==> src/pkg/st_pkg.sv <==
package st_pkg;

	// Clock and widths
	localparam real CLK_HZ    = 200.0e6;
	localparam int  FRAME_BITS = 20;
	localparam int  DATA_BITS  = 16;
	localparam int  BUS_LINES  = 16;
	localparam int  CNT_W      = 32;

	// Frame timing, normal and slow link speed
	localparam real FRAME_NORM_US = 2.0;
	localparam real FRAME_SLOW_US = 20.0;
	localparam real REPEAT_US     = 15.0;
	localparam int  FRAME_NORM_CYC = int'(FRAME_NORM_US * CLK_HZ / 1.0e6);
	localparam int  FRAME_SLOW_CYC = int'(FRAME_SLOW_US * CLK_HZ / 1.0e6);
	localparam int  REPEAT_CYC     = int'(REPEAT_US * CLK_HZ / 1.0e6);
	localparam int  BIT_NORM_CYC   = FRAME_NORM_CYC / FRAME_BITS;
	localparam int  BIT_SLOW_CYC   = FRAME_SLOW_CYC / FRAME_BITS;
	localparam int  SLOT_NORM_CYC  = (FRAME_NORM_CYC > REPEAT_CYC) ? FRAME_NORM_CYC : REPEAT_CYC;
	localparam int  SLOT_SLOW_CYC  = (FRAME_SLOW_CYC > REPEAT_CYC) ? FRAME_SLOW_CYC : REPEAT_CYC;

	// Power-on lamp timing
	localparam real PF_DELAY_S      = 1.5;
	localparam real FIBER_FLASH_S   = 2.6;
	localparam real COAX_FLASH_MS   = 300.0;
	localparam int  PF_DELAY_CYC    = int'(PF_DELAY_S * CLK_HZ);
	localparam int  FIBER_FLASH_CYC = int'(FIBER_FLASH_S * CLK_HZ);
	localparam int  COAX_FLASH_CYC  = int'(COAX_FLASH_MS * CLK_HZ / 1.0e3);

	// Register port
	localparam int         ADDR_W     = 4;
	localparam logic [3:0] REG_STATUS = 4'h0;
	localparam logic [3:0] REG_MASK   = 4'h4;
	localparam logic [3:0] REG_STATE  = 4'h8;

	// Event bits in status and mask
	localparam int EV_FAIL_A = 0;
	localparam int EV_FAIL_B = 1;
	localparam int EV_BUS    = 2;
	localparam int EV_PASS   = 3;
	localparam int EV_W      = 4;

	// Values after reset
	localparam logic [EV_W-1:0]      MASK_RST = 4'h0;
	localparam logic [DATA_BITS-1:0] WORD_RST = 16'h00ff;

	typedef struct packed {
		logic test;
		logic fiber_a;
		logic fiber_b;
		logic slow;
		logic pf_ext;
	} straps_t;

	typedef enum logic [2:0] {ST_CAPTURE, ST_OFF, ST_DELAY, ST_FLASH, ST_RUN} st_state_t;

	typedef enum logic {PORT_A, PORT_B} port_t;

endpackage

==> src/core/frame_rx.sv <==
`timescale 1ns/1ps
module frame_rx import st_pkg::*; (
	// Clock and reset
	input  wire logic                 clk_i,
	input  wire logic                 rst_b_i,
	// Serial in
	input  wire logic                 ser_i,
	input  wire logic [7:0]           bit_cyc_i,
	// Received frame
	output logic [DATA_BITS-1:0]      word_o,
	output logic                      stop_ok_o,
	output logic                      valid_o
);
	logic [DATA_BITS-1:0] sh_q, sh_d;
	logic [7:0]           bc_q, bc_d, tgt;
	logic [4:0]           n_q, n_d;
	logic                 act_q, act_d, val_q, val_d, ok_q, ok_d;

	// Samples each bit at its centre
	always_comb begin
		sh_d  = sh_q;
		bc_d  = bc_q;
		n_d   = n_q;
		act_d = act_q;
		ok_d  = ok_q;
		val_d = 1'b0;
		tgt   = (n_q == 5'h00) ? {1'b0, bit_cyc_i[7:1]} : bit_cyc_i;
		if (!act_q) begin
			if (ser_i) begin
				act_d = 1'b1;
				bc_d  = 8'h00;
				n_d   = 5'h00;
			end
		end else if (bc_q == tgt - 8'h01) begin
			bc_d = 8'h00;
			n_d  = n_q + 5'h01;
			if (n_q == 5'h00) begin
				act_d = ser_i;
			end else if (n_q <= 5'(DATA_BITS)) begin
				sh_d = {ser_i, sh_q[DATA_BITS-1:1]};
			end else begin
				val_d = 1'b1;
				ok_d  = !ser_i;
				act_d = 1'b0;
			end
		end else begin
			bc_d = bc_q + 8'h01;
		end
	end

	always_ff @(posedge clk_i) begin
		if (!rst_b_i) begin
			sh_q  <= '0;
			bc_q  <= 8'h00;
			n_q   <= 5'h00;
			act_q <= 1'b0;
			val_q <= 1'b0;
			ok_q  <= 1'b0;
		end else begin
			sh_q  <= sh_d;
			bc_q  <= bc_d;
			n_q   <= n_d;
			act_q <= act_d;
			val_q <= val_d;
			ok_q  <= ok_d;
		end
	end

	assign word_o    = sh_q;
	assign stop_ok_o = ok_q;
	assign valid_o   = val_q;
endmodule // frame_rx

==> config.mk <==
export PLATFORM = sky130hd
export DESIGN_NAME = frame_rx
export DESIGN_NICKNAME = d
export VERILOG_FILES = /design/src/pkg/st_pkg.sv /design/src/core/frame_rx.sv
export SDC_FILE = /design/constraint.sdc
export NUM_CORES = 1
export LEC_CHECK = 0
export ABC_CLOCK_PERIOD_IN_PS = 4250
export BUFFER_PORTS_ARGS = -buffer_cell sky130_fd_sc_hd__buf_2
export CORE_UTILIZATION = 56
export CTS_CLUSTER_DIAMETER = 30
export DETAILED_ROUTE_END_ITERATION = 10
export PLACE_DENSITY = 0.79
export RECOVER_POWER = 25
export SYNTH_ARGS = -nofsm -noshare
export SYNTH_HDL_FRONTEND = slang
export SYNTH_SLANG_ARGS = --single-unit
==> constraint.sdc <==
create_clock -name clk_i -period 4.25 [get_ports clk_i]
set_input_delay 0.85 -clock clk_i [delete_from_list [all_inputs] [get_ports clk_i]]
set_output_delay 0.85 -clock clk_i [all_outputs]
set_load 0.005 [all_outputs]
Yosys cells after proc, flatten, opt, wreduce, memory -nomap -nowiden --
Cells that the tools add are included.
Word-level totals: bits in registers 32, output and inout port bits 18, input port bits 11, logic and storage cells 37
Operators by class: bitwise logic cells 5, mux-type cells 13, reduce and logical (&&, ||, !) cells 7, add/sub/neg operators 3, $lt $le $gt $ge 1, equality and inequality tests 2
Operators by type and width (number):
- $mux 8 | 4
- $mux 5 | 3
- $add 8x1->8 const B | 1
- $eq 8x8->1 | 1
- $reduce_and 4->1 | 2
- $sub 8x1->8 const B | 1
- $mux 1 | 6
- $add 5x1->5 const B | 1
- $le 5x5->1 const B | 1
- $logic_not 5->1 | 1
- $not 1->1 | 5
- $reduce_or 4->1 | 1
- $ne 2x1->1 const B | 1
- $reduce_and 2->1 | 1
- $reduce_bool 2->1 | 1
- $logic_not 1->1 | 1

Longest topological paths before layout --
Gate-level depths: netlist of run 1.
depth after elaboration 6, gate-level depth with buffers 15, mapped depth without buffers 12

Worst setup path after synthesis of run 1 --
No wires, ideal clock.
path type input to register, start input bit_cyc_i[3], end register sh_q[6], in the netlist word_o[6], data required time 4178 ps, stages 11, data arrival time 3701 ps, library setup time 72 ps, buffers on the path 3, setup slack 478 ps, cell sequence buf_2 > or4_1 > or4_1 > o22ai_1 > xor2_1 > or4_4 > nor4_4 > and3_1 > buf_6 > buf_12 > mux2i_1
Between the ends: cells in the longest elaborated chain, start to end 4
Ends and longest elaborated chain:
- start, declared | RTL line frame_rx.sv:8 | input wire logic [7:0] bit_cyc_i,
- $mux 8 | RTL line frame_rx.sv:27 | tgt = (n_q == 5'h00) ? {1'b0, bit_cyc_i[7:1]} : bit_cyc_i;
- $sub 8x1->8 | RTL line frame_rx.sv:34 | end else if (bc_q == tgt - 8'h01) begin
- $eq 8x8->1 | RTL line frame_rx.sv:34
- $reduce_and 4->1 (no source line)
- end signal, assigned | RTL line frame_rx.sv:53 | sh_q <= '0;
- end signal, assigned | RTL line frame_rx.sv:60 | sh_q <= sh_d;
- end, declared | RTL line frame_rx.sv:14 | logic [DATA_BITS-1:0] sh_q, sh_d;
No other way between the ends. A chain may end at the register's enable or synchronous reset.

Worst setup path in the final report of run 1 --
start register n_q[1], end register sh_q[12], in the netlist word_o[12]
Between the ends: cells in the longest elaborated chain, start to end 5, elaborated cells on any way between the ends 7, those cells by class add/sub: 1; order compare: 1; eq/ne: 1; mux: 1; bitwise: 1; reduce/logical: 2
Ends and longest elaborated chain:
- start, declared | RTL line frame_rx.sv:16 | logic [4:0] n_q, n_d;
- start signal, assigned | RTL line frame_rx.sv:62 | n_q <= n_d;
- $logic_not 5->1 | RTL line frame_rx.sv:27, frame_rx.sv:37
- $mux 8 | RTL line frame_rx.sv:27
- $sub 8x1->8 | RTL line frame_rx.sv:34
- $eq 8x8->1 | RTL line frame_rx.sv:34
- $reduce_and 4->1 (no source line) (*)
Every way passes the cells marked *; elsewhere a longest branch is shown, timed or not.

==> results.json, run 1 <==
{
  "clk_pin_slew_ps": 100,
  "period_share": 0.9094,
  "finish.utilization": 0.6714,
  "start_kind": "register",
  "synth_xor_xnor_area_share": 0.05144,
  "wl_per_cell_um": 12.89,
  "post_cts_buffers": 0,
  "num_antenna_cells": 0,
  "status": "completed",
  "synth_top_area_share": 0.3420,
  "syn_area_um2": 1873,
  "synthMuxAreaShare": 0.1236,
  "timing.slew.headroom": 0.6054,
  "synth.avg_cell_area_um2": 8.794,
  "vias": 1629,
  "synth-simple-area-share": 0.2625,
  "ioPinCount": 29,
  "routed_wl_um": 3648,
  "die_h_um": 59.84,
  "vdd_ir_drop_max_mv": 0.2534,
  "min-delay-path-class": "reg2reg",
  "ys_dominant_reg_cell": "dfxtp_1",
  "die_area_um2": 3580,
  "stdcell_area_um2": 2083,
  "fillCellCount": 293,
  "rsz0062_at_grt": "no",
  "synth_seq_area_share": 0.3420,
  "dpl_worst_slack_ps": 370.0,
  "critical_path.max_stage_delay_ps": 520,
  "drt-initial-drc-count": 138,
  "start_util": 0.6036,
  "place_hpwl_um": 2750,
  "synthAdderAreaFrac": 0.02672,
  "cts_max_path_buffers": 2,
  "syn_inst": 213,
  "yosysWarnings": 0,
  "required_ps": 4510,
  "synth.area.top_cells": "dfxtp_1, mux2i_1, nand2_1",
  "ys_seq_elements": 32,
  "grt_pass1_wl_um": 6279,
  "die_w_um": 59.84,
  "gr-usage-all-layers": 0.2343,
  "synthArstFlopShare": 0,
  "core_region_area_um2": 3103,
  "crit_arrival_ps": 4120,
  "hold_viol": 0,
  "nets": 253,
  "drive_gt1_frac": 0.1925,
  "dr.pass1.iters": 5,
  "gp_congestion": 0.8192,
  "finalWorstSetupSlack_ps": 385.2,
  "htree_num_levels": 2,
  "finalSetupTns_ps": 0,
  "critPathKind": "reg2reg",
  "p_per_area_nw_per_um2": 276.2,
  "cts_resized": 0,
  "num_rows": 20,
  "io_buffers": 28,
  "grt_max_degree": 24,
  "setup_viol": 0,
  "cts_tree": "built",
  "ant_nets": 0,
  "synthesis.nets": 228,
  "cts_num_sinks": 32,
  "synth-compound-area-share": 0.1309,
  "clk-insertion-delay-late_ps": 330,
  "cts_root_buffer": "clkbuf_4",
  "vias_per_cell": 5.756,
  "finalCriticalPeriod_ps": 3865,
  "place_area_um2": 2007,
  "grt_overflow": 0,
  "min_path_cells": 2,
  "worstPathMaxFanout": 16,
  "syn_to_final_growth_pct": 11.22,
  "end_kind": "register",
  "max-cap-violations": 0,
  "hold_buffers": 0,
  "synth_top_family_by_area": "simple AND/OR/NAND/NOR gates",
  "grt_pass1_vias": 1448,
  "path_cells": "inv_1 -> ha_1 -> nor4b_4 -> mux2i_1 -> ha_1 -> nor4b_1 -> a22o_1 -> nand3_1 -> xor2_1 -> nor4_4 -> and3_1 -> buf_4 -> mux2i_1",
  "cts_buffers": 5,
  "slowest_stage": "nor4b_4",
  "finClkSkew_ps": 15.19,
  "synth_cell_types": 48,
  "ff2ff_path_depth": 13,
  "synth_top_area_cell": "dfxtp_1",
  "grt_antenna_before_repair": 0,
  "leakage_uw": 0.0009253,
  "max_freq_ghz": 0.2587,
  "final_max_slew_viol_count": 0,
  "drc": 0,
  "synth_edf_count": 0,
  "tightest_slew_ps": 589.4
}
[stage by stage]
stage	power [µW]	hold WS [ps]	cells
floorplan	346.3	451.1	213
global placement	360.6	442.1	275
detailed placement	360.8	456.9	275
CTS	585.3	468.9	283
global route	601.1	501.5	283
finish	575.5	467.0	283
[cell families after synthesis]
kind of cell	count (synthesis)
compound gates	32
simple gates	91
flops	32
mux	23
fa+ha+maj	4
buf+inv	20
xor+xnor	11
[registers in the layout, summed over array words and instances (netlist names)]
register and cells:
stop_ok_o 1, bc_q 8, word_o 16, valid_o 1, act_q 1, n_q 5
[layer usage]
layer  track usage  share of wire  vias up
met2        0.3984           0.49       43
met3       0.06494          0.047        8
met4       0.09635          0.019        0
met5             0              0        -
li1              -              -      818
met1        0.2756           0.44      760
[path summary, 6_finish.rpt]
| kind | slack [ps] | endpoint | from |
|---|---|---|---|
| setup / recovery | 390 | word_o[12] | n_q[1] |
| hold / removal | 470 | word_o[0] | word_o[0] |
| setup reg to reg | 390 | word_o[12] | n_q[1] |
| hold reg to reg | 470 | word_o[0] | word_o[0] |
[synthesized netlist by cell type, drive strengths merged, types with 3 or more instances]
library cell / instances
o31ai: 3
inv: 5
nand2: 36
a22o: 3
xnor2: 7
nand2b: 3
a22oi: 3
nor4: 3
or4: 3
nor4b: 3
mux2i: 22
nor2: 14
a21oi: 7
and2: 4
dfxtp: 32
clkbuf: 8
and3: 5
xor2: 4
ha: 4
nand3: 9
buf: 7
a221o: 3
[cell type report]
cell class / instances / area [µm²] / area share
Sequential cell: 32 / 640.6 / 0.3075
Multi-Input combinational cell: 161 / 1115 / 0.5351
Timing Repair Buffer: 33 / 177.7 / 0.08529
Clock buffer: 6 / 41.29 / 0.01982
Inverter: 5 / 18.77 / 0.009009
Tap cell: 44 / 55.05 / 0.02643
Clock inverter: 2 / 35.03 / 0.01682
[layout by cell type (no fill, tap or decap), types with 2 or more instances in the layout]
cell type and count:
xor2_1 4, nor3b_1 2, nor4_1 2, a22o_1 3, clkbuf_4 5, nor2_1 14
a221o_1 3, and2_1 3, nand3_1 9, or4_1 2, dfxtp_1 32, buf_2 28
nand2_1 36, nor2b_1 2, a41o_1 2, nor3_1 2, mux2i_1 22, a21oi_1 7
inv_1 5, ha_1 4, o31ai_1 3, and3_1 5, nor4b_1 2, a22oi_1 3
nand2b_1 3, xnor2_1 7, a32oi_1 2, buf_4 5
[critical path, delay by kind of cell (launching register included)]
kind / cells / cell delay, ps
AND/OR/NAND/NOR: 5 / 1640
adder cells (fa/ha/maj): 2 / 440
buffers and inverters: 2 / 340
AO/OA/AOI/OAI: 1 / 220
flip-flops: 1 / 370
multiplexers: 2 / 600
XOR/XNOR: 1 / 170
[report_power, final]
| part | total [µW] | switching, µW | internal, µW |
|---|---|---|---|
| Clock | 221 | 98.0 | 123 |
| Combinational | 49.6 | 29.2 | 20.4 |
| Sequential | 305 | 3.25 | 301 |
| Total | 575 | 130 | 445 |
(Power assumes the default switching activity.)
==> inputs of run 2 (changes only) <==
==> constraint.sdc (replaced) <==
create_clock -name clk_i -period 4.25 [get_ports clk_i]
set_input_delay 0.6375 -clock clk_i [delete_from_list [all_inputs] [get_ports clk_i]]
set_output_delay 0.6375 -clock clk_i [all_outputs]
set_load 0.005 [all_outputs]
==> run 2 against run 1 <==
Via count fell by 3.2%. Utilization fell by 0.28 points. Power rose by 0.38%. Critical path type unchanged. Highest routed layer unchanged.
==> results.json, run 2 (synthesis results as in run 1) <==
{
  "period_share": 0.9077,
  "io_buffers": 28,
  "max_freq_ghz": 0.2592,
  "min-delay-path-class": "reg2reg",
  "clk_pin_slew_ps": 100,
  "final_max_slew_viol_count": 0,
  "crit_family": "simple AND/OR/NAND/NOR gates",
  "gr-usage-all-layers": 0.2304,
  "drt-initial-drc-count": 143,
  "cts_max_path_buffers": 2,
  "grt_antenna_before_repair": 0,
  "die_w_um": 59.84,
  "max-cap-violations": 0,
  "start_kind": "register",
  "leakage_uw": 0.0009143,
  "tightest_slew_ps": 1122,
  "finClkSkew_ps": 8.172,
  "grt_max_degree": 24,
  "drive_gt1_frac": 0.1849,
  "path_cells": "inv_1 -> ha_1 -> nor4b_4 -> buf_4 -> mux2i_1 -> ha_1 -> xnor2_1 -> xnor2_1 -> a22oi_1 -> or4_4 -> nor4_4 -> and3_1 -> buf_4 -> mux2i_1",
  "largest_reg_flops": 16,
  "place_hpwl_um": 2759,
  "ioPinCount": 29,
  "drc": 0,
  "nets": 252,
  "core_region_area_um2": 3103,
  "vdd_ir_drop_max_mv": 0.1864,
  "die_area_um2": 3580,
  "total_power_uw": 577.7,
  "crit_arrival_ps": 4130,
  "gp_congestion": 0.8183,
  "num_antenna_cells": 0,
  "grt_overflow": 0,
  "place_area_um2": 1999,
  "wl_per_cell_um": 13.37,
  "cts_num_sinks": 32,
  "finalCriticalPeriod_ps": 3858,
  "cts_root_buffer": "clkbuf_4",
  "critPathKind": "reg2reg",
  "stdcell_area_um2": 2074,
  "htree_num_levels": 2,
  "cts_resized": 0,
  "crit_buf_inv": 3,
  "cts_tree": "built",
  "finish.utilization": 0.6685,
  "clk-insertion-delay-late_ps": 340,
  "grt_pass1_vias": 1428,
  "hold_buffers": 0,
  "post_cts_buffers": 0,
  "rsz0062_at_grt": "no",
  "p_per_area_nw_per_um2": 278.5,
  "mostFrequentLayoutCell": "nand2_1",
  "timing.slew.headroom": 0.2462,
  "status": "completed",
  "critical_path.max_stage_delay_ps": 550,
  "vias": 1577,
  "required_ps": 4520,
  "die_h_um": 59.84,
  "worstPathMaxFanout": 16,
  "final_cell_mix": "nand2_1, dfxtp_1, buf_2, mux2i_1, nor2_1",
  "start_util": 0.6036,
  "setup_viol": 0,
  "cts_buffers": 5,
  "dr.pass1.iters": 4,
  "num_rows": 20,
  "syn_to_final_growth_pct": 10.75,
  "routed_wl_um": 3771,
  "slowest_stage": "or4_4",
  "grt_pass1_wl_um": 6085,
  "ant_nets": 0,
  "finalSetupTns_ps": 0,
  "vias_per_cell": 5.592,
  "end_kind": "register",
  "hold_viol": 0
}
## run 2: worst register-to-register path: stages (launching register included)
cell and delay (ps):
dfxtp_1 380, inv_1 80, ha_1 170, nor4b_4 340
buf_4 220, mux2i_1 210, ha_1 240, xnor2_1 150
xnor2_1 140, a22oi_1 110, or4_4 550, nor4_4 470
and3_1 230, buf_4 270, mux2i_1 240
## run 2: stage by stage
step	hold slack [ps]	cells	worst slack (ps)
2_1_floorplan	451.1	213	690.2
3_3_place_gp	446.1	274	482.9
3_5_place_dp	469.0	274	417.3
4_1_cts	482.4	282	395.9
5_1_grt	516.5	282	123.7
6_report	476.7	282	392.4
## run 2: metal layers
metal / GRT usage / part of all wire / vias to the layer above
met5: 0 / 0 / -
met4: 0.1561 / 0.026 / 0
met3: 0.05628 / 0.033 / 10
met2: 0.3603 / 0.48 / 32
met1: 0.2777 / 0.47 / 719
li1: - / - / 816
## run 2: worst paths after layout
check	cells past startpoint	slack [ps]	endpoint	from
setup reg to reg	14	390	word_o[0]	n_q[1]
hold / removal	2	480	stop_ok_o	stop_ok_o
hold reg to reg	2	480	stop_ok_o	stop_ok_o
setup / recovery	14	390	word_o[0]	n_q[1]
## run 2: report_power, final
part	switching, µW	internal [µW]
Sequential	2.99	301
Combinational	29.4	19.8
Clock	101	123
Total	133	444
## run 2: layout make-up
class                           instances  area [µm²]
Clock buffer                            6       41.29
Clock inverter                          2       35.03
Fill cell                             278        1028
Inverter                                5       18.77
Multi-Input combinational cell        161        1115
Sequential cell                        32       640.6
Tap cell                               44       55.05
Timing Repair Buffer                   32       168.9
